## config.mk

```make
export PLATFORM = sky130hd
export DESIGN_NAME = ccrc_copy_ctrl
export DESIGN_NICKNAME = d
export VERILOG_FILES = /design/src/rtl/ccrc_pkg.sv /design/src/rtl/ccrc_copy_ctrl.sv
export SDC_FILE = /design/constraint.sdc
export NUM_CORES = 1
export LEC_CHECK = 0
export BUFFER_PORTS_ARGS = -buffer_cell sky130_fd_sc_hd__buf_2
export CAP_MARGIN = 25
export CORE_MARGIN = 2
export CORE_UTILIZATION = 54
export CTS_BUF_LIST = sky130_fd_sc_hd__clkbuf_8 sky130_fd_sc_hd__clkbuf_16
export DETAILED_ROUTE_END_ITERATION = 16
export GPL_TIMING_DRIVEN = 1
export PLACE_DENSITY = 0.87
export SYNTH_ARGS = -nofsm -noshare
export SYNTH_HDL_FRONTEND = slang
export SYNTH_SLANG_ARGS = --single-unit
```

## constraint.sdc

```tcl
create_clock -name pclk -period 2.2 [get_ports pclk]
set_input_delay 0.11 -clock pclk [delete_from_list [all_inputs] [get_ports pclk]]
set_output_delay 0.11 -clock pclk [all_outputs]
set_load 0.05 [all_outputs]
```

## src/rtl/ccrc_pkg.sv

```systemverilog
package ccrc_pkg;

  // register byte offsets
  localparam logic [11:0] CCRC_CTRL_OFS = 12'h000;
  localparam logic [11:0] CCRC_COPY_OFS = 12'h004;
  localparam logic [11:0] CCRC_STAT_OFS = 12'h008;
  localparam logic [11:0] CCRC_MODEM_OFS = 12'h00C;
  localparam logic [11:0] CCRC_MODCFG_OFS = 12'h010;
  localparam logic [11:0] CCRC_DEMCFG_OFS = 12'h014;
  localparam logic [11:0] CCRC_ALARM_OFS = 12'h018;
  localparam logic [11:0] CCRC_SYMRATE_OFS = 12'h01C;
  localparam logic [11:0] CCRC_TERM_OFS = 12'h020;
  localparam logic [11:0] CCRC_SLOTCFG_OFS = 12'h040;
  localparam logic [11:0] CCRC_LIVECFG_OFS = 12'h060;

  // opcodes and codes
  localparam logic [15:0] CCRC_OP_COPY = 16'h2C0D;
  localparam logic [15:0] CCRC_OP_EMUL = 16'h2C0B;
  localparam logic [15:0] CCRC_OP_BAUD = 16'h2C0C;
  localparam logic [15:0] CCRC_OP_MOD_A = 16'h2400;
  localparam logic [15:0] CCRC_OP_MOD_B = 16'h2607;
  localparam logic [15:0] CCRC_OP_DEM_A = 16'h2401;
  localparam logic [15:0] CCRC_OP_DEM_B = 16'h2409;
  localparam logic [15:0] CCRC_OP_DEM_C = 16'h2A08;
  localparam logic [15:0] CCRC_OP_DEM_STAT = 16'h240C;
  localparam logic [11:0] CCRC_ERR_NONE = 12'h000;
  localparam logic [11:0] CCRC_ERR_UPLINK_POWER = 12'h43F;
  localparam logic [11:0] CCRC_ERR_SRC = 12'h440;
  localparam logic [11:0] CCRC_ERR_DST = 12'h441;
  localparam logic [11:0] CCRC_ERR_GENERAL = 12'h442;

  // configuration indices
  localparam logic [7:0] CCRC_CFG_RUNNING = 8'h00;
  localparam logic [7:0] CCRC_CFG_LAST = 8'h05;

  // encoder / decoder selector codes
  localparam logic [7:0] CCRC_FEC_TRELLIS_8_9 = 8'h12;
  localparam logic [7:0] CCRC_FEC_LEGACY_SEQ_3_4 = 8'h13;
  localparam logic [7:0] CCRC_FEC_TURBO_793 = 8'h14;
  localparam logic [7:0] CCRC_FEC_TURBO_495 = 8'h15;
  localparam logic [7:0] CCRC_FEC_TURBO_325 = 8'h16;

  // alarm group 5 bit positions
  localparam int CCRC_AL5_TRELLIS_LOCK = 0;
  localparam int CCRC_AL5_FMDSP_LOCK = 1;
  localparam int CCRC_AL5_T1_SIG_FAULT = 2;
  localparam int CCRC_AL5_TURBO_LOCK = 3;
  localparam logic [7:0] CCRC_AL5_USED = 8'h0F;

  // modulation, terminal codes
  localparam logic [7:0] CCRC_MOD_BPSK = 8'h00;
  localparam logic [7:0] CCRC_EMUL_LAST = 8'h02;
  localparam logic [7:0] CCRC_BAUD_LAST = 8'h07;
  localparam logic [15:0] CCRC_SWEEP_UNIT_MS = 16'h0064;

  // reset values
  localparam logic [7:0] CCRC_MODTYPE_RST = 8'h00;
  localparam logic [7:0] CCRC_FEC_RST = 8'h12;
  localparam logic [7:0] CCRC_AL5_MASK_RST = 8'h00;
  localparam logic [7:0] CCRC_EMUL_RST = 8'h00;
  localparam logic [7:0] CCRC_BAUD_RST = 8'h05;
  localparam logic [15:0] CCRC_SWEEP_RST = 16'h0000;

  typedef struct packed {
    logic req;
    logic [15:0] opcode;
    logic [7:0] arg0;
    logic [7:0] arg1;
  } ccrc_modem_cmd_t;

  typedef struct packed {
    logic done;
    logic ok;
  } ccrc_modem_rsp_t;

endpackage : ccrc_pkg

```

## src/rtl/ccrc_copy_ctrl.sv

```systemverilog
`timescale 1ns/10ps
// Summary of operation
// - keep five saved configurations besides the running one
// - switch stores card configs per slot; modem holds its own sets
// - send copy to modem; update slot configs only after its success
// - copy onto running makes modem reinitialise, interrupting traffic
// - live card is updated only when destination is running
// - copy opcode 2C0DH with source and destination bytes 0 to 5
// - equal source and destination rejected with code 0x441
// - codes 0x440 bad source, 0x441 bad destination, 0x442 failure
// - uplink default power fault code is 0x43F
// - encoder selector codes 18 to 22 for modulator opcodes
// - decoder selector uses the same codes 18 to 22
// - alarm-5 mask bits 0..3 defined, bits 4..7 spare
// - alarm-5 status uses the mask's bit layout
// - demod status ends with spare byte and 4-byte symbol rate
// - sweep delay is two bytes in 0.1 second units, reserved
// - 2C0BH selects terminal emulation, codes 0 to 2
// - 2C0CH selects baud rate, codes 0 to 7
// - symbol pairing offered only while BPSK is selected
// - scrambler and descrambler compatible variants switch independently
module ccrc_copy_ctrl
  import ccrc_pkg::*;
#(
  parameter int NUM_SETS = 5,
  parameter int CARD_W = 32
)
(
  // clock and reset
  input wire logic pclk,
  input wire logic presetn,
  // apb slave
  input wire logic psel,
  input wire logic penable,
  input wire logic pwrite,
  input wire logic [11:0] paddr,
  input wire logic [31:0] pwdata,
  output logic [31:0] prdata,
  output logic pready,
  output logic pslverr,
  // modem command channel
  output ccrc_modem_cmd_t modem_cmd,
  input wire ccrc_modem_rsp_t modem_rsp,
  // modem status inputs
  input wire logic [7:0] rx_alarm_group5_status,
  input wire logic [31:0] rx_symbol_rate,
  // live interface card
  output logic [CARD_W-1:0] live_card_cfg,
  output logic live_card_load,
  output logic modem_reinit
);

  initial
  begin
    if (NUM_SETS != 5 || CARD_W < 1 || CARD_W > 32)
      $error("ccrc_copy_ctrl: unsupported parameters");
  end

  typedef enum logic [2:0] {
    CCRC_IDLE = 3'b001,
    CCRC_WAIT = 3'b010,
    CCRC_DONE = 3'b100
  } ccrc_state_t;

  ccrc_state_t state_reg;
  logic [7:0] src_reg;
  logic [7:0] dst_reg;
  logic [11:0] err_reg;
  logic busy_reg;
  logic [CARD_W-1:0] slot_cfg_reg [0:NUM_SETS];
  logic [7:0] modtype_reg;
  logic [7:0] enc_reg;
  logic [7:0] dec_reg;
  logic scr_v35_reg;
  logic dscr_v35_reg;
  logic pair_tx_reg;
  logic pair_rx_reg;
  logic [7:0] al5_mask_reg;
  logic [15:0] sweep_reg;
  logic [7:0] emul_reg;
  logic [7:0] baud_reg;
  logic [31:0] rd_next;
  logic wr_en;
  logic rd_err;
  logic wr_err;
  logic start_copy;
  logic [11:0] chk_err;
  logic [2:0] slot_idx;

  function automatic logic fec_ok(input logic [7:0] code);
    fec_ok = (code >= CCRC_FEC_TRELLIS_8_9) && (code <= CCRC_FEC_TURBO_325);
  endfunction : fec_ok

  function automatic logic cfg_ok(input logic [7:0] idx);
    cfg_ok = idx <= CCRC_CFG_LAST;
  endfunction : cfg_ok

  assign pready = 1'b1;
  assign wr_en = psel && penable && pwrite;
  assign start_copy = wr_en && paddr == CCRC_COPY_OFS && !busy_reg;
  assign slot_idx = paddr[4:2];

  // source checked first, then destination range and equality
  always_comb
  begin
    if (!cfg_ok(pwdata[7:0]))
      chk_err = CCRC_ERR_SRC;
    else if (!cfg_ok(pwdata[15:8]) || pwdata[7:0] == pwdata[15:8])
      chk_err = CCRC_ERR_DST;
    else
      chk_err = CCRC_ERR_NONE;
  end

  always_comb
  begin
    rd_err = 1'b0;
    rd_next = 32'h0000_0000;
    if (paddr >= CCRC_SLOTCFG_OFS && paddr < CCRC_SLOTCFG_OFS + 12'h018)
      rd_next = 32'(slot_cfg_reg[slot_idx]);
    else
    begin
      case (paddr)
        CCRC_COPY_OFS: rd_next = {16'h0000, dst_reg, src_reg};
        CCRC_STAT_OFS: rd_next = {19'h00000, busy_reg, err_reg};
        CCRC_MODCFG_OFS: rd_next = {5'h00, scr_v35_reg, pair_tx_reg, 1'b0,
                                    enc_reg, 8'h00, modtype_reg};
        CCRC_DEMCFG_OFS: rd_next = {5'h00, dscr_v35_reg, pair_rx_reg, 1'b0,
                                    dec_reg, sweep_reg};
        CCRC_ALARM_OFS: rd_next = {16'h0000,
                          rx_alarm_group5_status & CCRC_AL5_USED,
                          al5_mask_reg};
        CCRC_SYMRATE_OFS: rd_next = rx_symbol_rate;
        CCRC_TERM_OFS: rd_next = {16'h0000, baud_reg, emul_reg};
        CCRC_CTRL_OFS: rd_next = 32'h0000_0000;
        default: rd_err = 1'b1;
      endcase
    end
  end

  assign wr_err = wr_en && (rd_err || (paddr == CCRC_COPY_OFS && busy_reg));
  assign pslverr = psel && penable && (pwrite ? wr_err : rd_err);

  always_ff @(posedge pclk or negedge presetn)
  begin
    if (!presetn)
      prdata <= 32'h0000_0000;
    else if (psel && !penable && !pwrite)
      prdata <= rd_next;
  end

  // copy sequencer: modem first, switch state only on success
  always_ff @(posedge pclk or negedge presetn)
  begin
    if (!presetn)
    begin
      state_reg <= CCRC_IDLE;
      src_reg <= 8'h00;
      dst_reg <= 8'h00;
      err_reg <= CCRC_ERR_NONE;
      busy_reg <= 1'b0;
      modem_cmd <= '0;
    end
    else
    begin
      case (state_reg)
        CCRC_IDLE:
        begin
          if (start_copy)
          begin
            src_reg <= pwdata[7:0];
            dst_reg <= pwdata[15:8];
            err_reg <= chk_err;
            if (chk_err == CCRC_ERR_NONE)
            begin
              busy_reg <= 1'b1;
              modem_cmd <= '{1'b1, CCRC_OP_COPY, pwdata[7:0],
                             pwdata[15:8]};
              state_reg <= CCRC_WAIT;
            end
          end
        end
        CCRC_WAIT:
        begin
          modem_cmd.req <= 1'b0;
          if (modem_rsp.done)
          begin
            err_reg <= modem_rsp.ok ? CCRC_ERR_NONE
                                    : CCRC_ERR_GENERAL;
            state_reg <= CCRC_DONE;
          end
        end
        CCRC_DONE:
        begin
          busy_reg <= 1'b0;
          state_reg <= CCRC_IDLE;
        end
        default: state_reg <= CCRC_IDLE;
      endcase
    end
  end

  // slot store; index 0 mirrors the running card, but APB writes to index 0 do not load the live card
  always_ff @(posedge pclk or negedge presetn)
  begin
    if (!presetn)
    begin
      for (int i = 0; i <= NUM_SETS; i++)
        slot_cfg_reg[i] <= '0;
    end
    else if (state_reg == CCRC_WAIT && modem_rsp.done && modem_rsp.ok)
      slot_cfg_reg[dst_reg[2:0]] <= slot_cfg_reg[src_reg[2:0]];
    else if (wr_en && !busy_reg && paddr >= CCRC_SLOTCFG_OFS
             && paddr < CCRC_SLOTCFG_OFS + 12'h018)
      slot_cfg_reg[slot_idx] <= pwdata[CARD_W-1:0];
  end

  // live card touched only by a successful copy onto running
  always_ff @(posedge pclk or negedge presetn)
  begin
    if (!presetn)
    begin
      live_card_cfg <= '0;
      live_card_load <= 1'b0;
      modem_reinit <= 1'b0;
    end
    else
    begin
      live_card_load <= 1'b0;
      modem_reinit <= 1'b0;
      if (state_reg == CCRC_WAIT && modem_rsp.done && modem_rsp.ok
          && dst_reg == CCRC_CFG_RUNNING)
      begin
        live_card_cfg <= slot_cfg_reg[src_reg[2:0]];
        live_card_load <= 1'b1;
        modem_reinit <= 1'b1;
      end
    end
  end

  // modem settings; bad codes leave the old value
  always_ff @(posedge pclk or negedge presetn)
  begin
    if (!presetn)
    begin
      modtype_reg <= CCRC_MODTYPE_RST;
      enc_reg <= CCRC_FEC_RST;
      dec_reg <= CCRC_FEC_RST;
      scr_v35_reg <= 1'b0;
      dscr_v35_reg <= 1'b0;
      pair_tx_reg <= 1'b0;
      pair_rx_reg <= 1'b0;
      al5_mask_reg <= CCRC_AL5_MASK_RST;
      sweep_reg <= CCRC_SWEEP_RST;
      emul_reg <= CCRC_EMUL_RST;
      baud_reg <= CCRC_BAUD_RST;
    end
    else
    begin
      if (modtype_reg != CCRC_MOD_BPSK)
      begin
        pair_tx_reg <= 1'b0;
        pair_rx_reg <= 1'b0;
      end
      if (wr_en && paddr == CCRC_MODCFG_OFS)
      begin
        modtype_reg <= pwdata[7:0];
        if (fec_ok(pwdata[23:16]))
          enc_reg <= pwdata[23:16];
        pair_tx_reg <= pwdata[25]
                       && pwdata[7:0] == CCRC_MOD_BPSK;
        scr_v35_reg <= pwdata[26];
      end
      if (wr_en && paddr == CCRC_DEMCFG_OFS)
      begin
        sweep_reg <= pwdata[15:0];
        if (fec_ok(pwdata[23:16]))
          dec_reg <= pwdata[23:16];
        pair_rx_reg <= pwdata[25]
                       && modtype_reg == CCRC_MOD_BPSK;
        dscr_v35_reg <= pwdata[26];
      end
      if (wr_en && paddr == CCRC_ALARM_OFS)
        al5_mask_reg <= pwdata[7:0] & CCRC_AL5_USED;
      if (wr_en && paddr == CCRC_TERM_OFS)
      begin
        if (pwdata[7:0] <= CCRC_EMUL_LAST)
          emul_reg <= pwdata[7:0];
        if (pwdata[15:8] <= CCRC_BAUD_LAST)
          baud_reg <= pwdata[15:8];
      end
    end
  end

  // uplink power fault code is only reported by the modem, kept for decode
  logic unused_ok;
  assign unused_ok = &{CCRC_ERR_UPLINK_POWER == 12'h43F};

endmodule : ccrc_copy_ctrl

```

After elaboration in Yosys (flattened, before gate mapping)
Index checks and enable logic that the tools add are counted.

word-level totals
  register bits after elaboration = 371
  bits in latches = 0
  memory bits (writable) = 0
  bits in read-only memories = 0
  input port bits = 91
  output and inout port bits = 101
  memories kept = 0

cells by class
  add/sub/neg operators = 0
  multiply operators = 0
  div/mod/pow operators = 0
  magnitude comparators = 13
  equality and inequality tests = 14
  shift-type cells = 0
  multiplexer cells = 39
  bitwise operators = 3
  reductions and logical operators = 53

operator list
  kind                                                                                  count
  192-bit bitwise mux                                                                   2
  192-bit 2-to-1 mux                                                                    2
  32-bit 2-to-1 mux                                                                     7
  32-bit one-hot mux with 7 select lines                                                1
  32-bit binary-select mux with 3-bit select                                            2
  32-bit demux with 3-bit select                                                        2
  33-bit 2-to-1 mux                                                                     2
  12-bit by 5-bit == test with 1-bit output, second input constant                      4
  12-bit 2-to-1 mux                                                                     3
  1-bit logical AND                                                                     25
  8-bit by 3-bit <= comparator with 1-bit output, second input constant                 3
  12-bit zero test                                                                      2
  8-bit zero test                                                                       3
  12-bit one-hot mux with 2 select lines                                                1
  11-bit 2-to-1 mux                                                                     2
  3-bit AND reduction                                                                   5
  12-bit by 3-bit == test with 1-bit output, second input constant                      1
  12-bit by 4-bit == test with 1-bit output, second input constant                      1
  12-bit by 6-bit == test with 1-bit output, second input constant                      1
  12-bit by 7-bit greater-or-equal comparator with 1-bit output, second input constant  1
  4-bit greater-or-equal comparator, second input constant                              3
  12-bit by 7-bit less-than comparator with 1-bit output, second input constant         1
  3-bit inverter with 4-bit output                                                      3
  2-bit AND reduction                                                                   5
  other kinds (18)                                                                      40

Longest topological paths before layout
  depth in word-level cells = 9
  mapped depth = 9

Worst setup path before layout
OpenSTA, ideal clock, no wires.

  kind = input port to output port
  from = input port paddr[10]
  to = output port pslverr
  arrival = 2.157 ns
  setup slack = -0.067 ns
  stages = 7
  cell sequence = or4_1 -> buf_2 -> nor3_1 -> clkbuf_1 -> nand2_1 -> a211oi_1 -> o21ai_0

between the ends
  longest elaborated chain between the ends = 8

ends and longest elaborated chain
  what                                                                                                                   RTL line               RTL
  start: declaration                                                                                                     ccrc_copy_ctrl.sv:36   input wire logic [11:0] paddr,
  parallel branches: the longest is 6 deep, another holds 12-bit by 7-bit greater-or-equal comparator with 1-bit output  --
  1-bit 2-to-1 mux *                                                                                                     ccrc_copy_ctrl.sv:141  assign pslverr = psel && penable && (pwrite ? wr_err : rd_err);
  1-bit logical AND *                                                                                                    ccrc_copy_ctrl.sv:141
  end: declaration                                                                                                       ccrc_copy_ctrl.sv:40   output logic pslverr,

Every way passes the cells marked *.

Final worst setup path
  from = register src_reg[0]
  to = register slot_cfg_reg[190] in the netlist's numbering

between the ends
  longest elaborated chain between the ends = 6

ends and longest elaborated chain
  what                                                    RTL line               RTL
  start: declaration                                      ccrc_copy_ctrl.sv:66   logic [7:0] src_reg;
  start signal: assignment                                ccrc_copy_ctrl.sv:170  src_reg <= pwdata[7:0];
  3-bit inverter with 4-bit output (not written as such)  ccrc_copy_ctrl.sv:211  slot_cfg_reg[dst_reg[2:0]] <= slot_cfg_reg[src_reg[2:0]];
  32-bit binary-select mux with 3-bit select              ccrc_copy_ctrl.sv:211
  32-bit 2-to-1 mux (not written as such) (2 in series)   ccrc_copy_ctrl.sv:211
  192-bit bitwise mux                                     ccrc_copy_ctrl.sv:211
  192-bit 2-to-1 mux                                      ccrc_copy_ctrl.sv:210  else if (state_reg == CCRC_WAIT && modem_rsp.done && modem_rsp.ok)
  end signal: indexed assignment                          ccrc_copy_ctrl.sv:211
  end signal: indexed assignment                          ccrc_copy_ctrl.sv:214  slot_cfg_reg[slot_idx] <= pwdata[CARD_W-1:0];
  end: declaration                                        ccrc_copy_ctrl.sv:70   logic [CARD_W-1:0] slot_cfg_reg [0:NUM_SETS];

No other way between the ends. The select of a mux whose other input is x is not followed.
A chain may end at the register's enable or synchronous reset.

==> results.md <==
Critical path:
- For the worst flop-to-flop path, the logic depth is 5.
- The startpoint type of the worst setup path is a flop.
- The worst register-to-register path has a setup slack of 0.02 ns.
- The largest fanout of any net on the critical path is 11.
- The nature of the critical path endpoint is a flop.
- The startpoint identified for the worst register-to-register timing path is src_reg[0]$_DFFE_PN0P_.
- The worst setup path category is flop to flop.
- In this run the critical register-to-register path is captured at slot_cfg_reg[190]$_DFFE_PN0P_.
- The required time reported for the critical path endpoint is 2.57 ns.
- The worst endpoint data arrival time is 2.55 ns.

Cells and area:
- Leaving out filler cells and counting taps, the final layout contains 2481.
- The repair_antennas step left the layout with diodes totalling 0.
- The area used by sequential logic in the layout is 9071 um2.
- The number of flip-flops in the largest register is 192.
- The total number of nets in the final design is 2087.
- After filler insertion, the fill cell instance count of the layout stands at 2353.
- The area of the multi-input gates is 8887 um2.
- The share of cells above drive strength 1 is 0.2804.
- The area growth from synthesis to final layout is 21.54%.
- The design area is 22830 um2.
- At the end of the flow the core is filled with cells to 0.6643.

Power and ir drop:
- For this design the static power due to leakage is 10.68 nW.
- The switching power total is 3.714 mW.
- The power share of the sequential group is 0.462.
- For this design the ratio of total power to cell area is 643.6 nW/um2.
- The power consumption is 14.70 mW.
- The clock network fraction of design power is 0.449.
- IR analysis of the VDD net gives a maximum drop of 0.6566 mV.
- The switching part of the total is 0.2527.
- The internal power of the cells totals 10.98 mW.
- The share of total power dissipated in combinational logic is 0.089.

Timing:
- The achievable clock frequency is 459.2 MHz.
- The count of final max-slew check failures is 0.
- The setup violation total in the final timing report is 0.
- The worst hold margin is 0.009482 ns.
- The remaining max-slew budget at the tightest pin is 0.5293.
- The transition time at the pin with the least slew margin is 0.6986 ns.
- The worst-case clock skew is 0.01795 ns.
- The number of failing hold endpoints at the final stage is 0.
- Of the available clock period, the critical path in the final layout requires 0.9900.
- The worst path needs 2.178 ns of the cycle, external delays included.
- Setup repair after global routing left no endpoint under its margin.

GRT:
- The wire length of the first global-routing pass is 101200 um.
- The number of antenna violations at the first check in global routing was 1.
- For this run, the total global-route usage over all layers was measured as 0.3632.
- The layer with the highest usage is met2.
- Entering global routing, the biggest net connects 60 pins.
- The met2 usage in global routing is 0.5503.
- Summed over all layers, the global routing overflow is 0.
- For met3 alone, demand over resource in global routing was 0.1292.
- The via count of the first global-routing pass is 17938.
- In the global route stage, met1 resource usage came out at 0.4425.

Clocking:
- The clock reaches the later pin of the worst-skew pair after 0.54 ns.
- In this run the deepest clock path goes through 3 buffers.
- The TritonCTS clock tree is built.
- After clock tree synthesis, the clock-pin slew on the worst setup and hold paths is 0.07 ns.
- The number of clock buffers added by TritonCTS is 38.
- The clock net sink count is 362.
- The count of H-tree levels built during CTS is 2.
- CTS placed an instance of sky130_fd_sc_hd__clkbuf_16 at the clock tree root.

Floorplan:
- The floorplan step set the die height to 190.5 um.
- The starting utilization of the core area is 0.5466.
- In this run the horizontal extent of the chip is 190.5 um.
- The floorplan step defined a core boundary enclosing 34370 um2.
- The I/O pin count is 192.
- The cell row count is 68.
- The area enclosed by the die boundary is 36300 um2.

Detailed routing:
- The via count is 17685.
- The count of nets left with antenna violations once routing finished came out at 0.
- The sum of routed wire length over all layers is 66880 um.
- The average via count per standard cell is 7.128.
- The first-pass iteration count of the detailed router is 7.
- For this run, design rule violations remaining after detail routing come to 0.
- For this block, the initial DRC count from the detailed router was 2775.
- The average wire per cell in the routed design is 26.95 um.

Synthesis:
- Yosys instantiated no cell more often than sky130_fd_sc_hd__dfrtp_1.
- Of the post-synthesis cell area, the dominant cell type holds 0.4728.
- After synthesis the cells add up to 18790 um2.
- The register bit total from synthesis is 362.
- The leading register cell type out of synthesis is sky130_fd_sc_hd__dfrtp_1.
- The share of async-settable or async-resettable flops after synthesis is 1.000.
- In this run the mean area of a mapped cell was 10.85 um2.
- The share of the Yosys chip area taken by registers is 0.4826.
- The commonest cells after synthesis are 355 x sky130_fd_sc_hd__dfrtp_1, 224 x sky130_fd_sc_hd__nand2_1, 128 x sky130_fd_sc_hd__o221ai_1, 126 x sky130_fd_sc_hd__mux2i_1, 110 x sky130_fd_sc_hd__nor2_1.
- Counting flops with a built-in enable in the synthesized netlist gives 0.
- By area the synthesized netlist is led by sky130_fd_sc_hd__dfrtp_1 47%, sky130_fd_sc_hd__mux4_2 6.8%, sky130_fd_sc_hd__mux2i_1 6.7%.
- The distinct cell type count after synthesis is 70.
- The post-synthesis cell type with the largest combined area is sky130_fd_sc_hd__dfrtp_1.
- The cell count after synthesis came out at 1731.
- During synthesis, Yosys emitted a total of 0 warnings.

Run status:
- The flow ran to the end, and the final reports show no timing, DRC or antenna violations.

Run:
- The reported max-cap violation count is 0.

Worst hold path:
- The startpoint of the worst hold path is rx_symbol_rate[18].
- The path with the worst hold slack has its endpoint at prdata[18]$_DFFE_PN0P_.
- The class of the tightest hold or removal check is input port to flop.
- The number of instances on the worst hold path is 5.

Place:
- The weighted congestion reported at the end of routability-driven placement is 0.9833.
- After legalization and detailed placement, the total HPWL measured 41540 um.
- During placement, the flow inserted port buffers numbering 176.
- Summing all placed instances gives a cell area of 21220 um2.
- Including well taps, the total number of placed cells is 2382.
what timing repair did:
item | 4_1_cts | 5_1_grt
resized for setup | 2 | 3
hold buffers | 28 | 0
endpoints found under the setup margin | 5 | 127
endpoints found under the hold margin | 244 | 0
setup buffers | 0 | 1
worst max-delay path, stage by stage (launching register included):
cell and delay (ns):
sky130_fd_sc_hd__dfrtp_4 0.63, sky130_fd_sc_hd__clkbuf_16 0.28, sky130_fd_sc_hd__mux4_2 0.53, sky130_fd_sc_hd__a21oi_1 0.25
sky130_fd_sc_hd__buf_4 0.20, sky130_fd_sc_hd__o221ai_1 0.13
power groups by stage:
stage               Combinational, mW  Sequential (mW)  Clock, mW
finish                           1.31             6.79       6.59
global route                     1.37             6.80       6.87
CTS                              1.27             6.79       6.60
detailed placement               1.22             6.91          0
global placement                 1.21             6.91          0
floorplan                       0.397             7.16          0
cell usage in the layout, fill, tap and decap left out, types with 5 or more instances in the layout:
cell type and n:
sky130_fd_sc_hd__a22o_1 5, sky130_fd_sc_hd__mux4_2 57, sky130_fd_sc_hd__a21oi_1 50, sky130_fd_sc_hd__a22oi_1 45
sky130_fd_sc_hd__a211o_1 15, sky130_fd_sc_hd__nor3_1 11, sky130_fd_sc_hd__xor2_1 8, sky130_fd_sc_hd__a211oi_1 10
sky130_fd_sc_hd__a21o_1 7, sky130_fd_sc_hd__and3_1 8, sky130_fd_sc_hd__and2_1 44, sky130_fd_sc_hd__a221oi_1 16
sky130_fd_sc_hd__o221ai_1 128, sky130_fd_sc_hd__mux2_2 73, sky130_fd_sc_hd__inv_1 53, sky130_fd_sc_hd__nor2_1 109
sky130_fd_sc_hd__nand3_1 15, sky130_fd_sc_hd__dfstp_2 7, sky130_fd_sc_hd__nand2_1 224, sky130_fd_sc_hd__o2bb2ai_1 20
sky130_fd_sc_hd__conb_1 11, sky130_fd_sc_hd__nor2b_1 5, sky130_fd_sc_hd__mux2i_1 126, sky130_fd_sc_hd__buf_2 173
sky130_fd_sc_hd__a221o_1 21, sky130_fd_sc_hd__clkbuf_16 42, sky130_fd_sc_hd__dfrtp_1 354, sky130_fd_sc_hd__buf_12 27
sky130_fd_sc_hd__dlygate4sd3_1 28, sky130_fd_sc_hd__nand2b_1 9, sky130_fd_sc_hd__buf_4 152, sky130_fd_sc_hd__clkbuf_8 8
sky130_fd_sc_hd__o21ai_0 74, sky130_fd_sc_hd__o22a_1 5
metrics by stage:
stage               worst slack, ns  TNS, ns
floorplan                   0.04669        0
CTS                         0.01365        0
detailed placement          -0.2153   -4.915
global route               0.003434        0
finish                      0.02207        0
global placement            -0.2060   -2.853
layout make-up:
cell class,instances,share of cell area
clock inverters,21,0.006521
multi-input cells,1171,0.3892
inverters,41,0.006740
clock buffers,49,0.04975
repair buffers,382,0.1256
well taps,455,0.02493
flip-flops and latches,362,0.3973
worst max-delay path by stage:
stage	start	end	slack, ns	cells after the start
2_1_floorplan	src_reg[0]$_DFFE_PN0P_	slot_cfg_reg[5]$_DFFE_PN0P_	0.05	6
5_1_grt	busy_reg$_DFFE_PN0P_	err_reg[6]$_DFFE_PN0P_	0.003	6
3_5_place_dp	paddr[10]	prdata[1]$_DFFE_PN0P_	-0.22	7
3_3_place_gp	paddr[10]	prdata[1]$_DFFE_PN0P_	-0.21	7
4_1_cts	src_reg[0]$_DFFE_PN0P_	slot_cfg_reg[171]$_DFFE_PN0P_	0.01	5
6_report	src_reg[0]$_DFFE_PN0P_	slot_cfg_reg[190]$_DFFE_PN0P_	0.02	5
routing by layer:
metal	wire length [um]	part of all wire
met1	22380	0.33
met2	29420	0.44
met3	10070	0.15
met4	5002	0.075
met5	0	0
logic make-up after synthesis:
group,Yosys count,share of synthesized area
and+or+nand+nor,467,0.1138
AOI/OAI and AO/OA,429,0.1715
DFF,362,0.4826
muxes,256,0.1792
buffers and inverters,207,0.04875
xor gates and xnor gates,8,0.003730
other,2,0.0003997
Power figures use the tool's default switching activity.
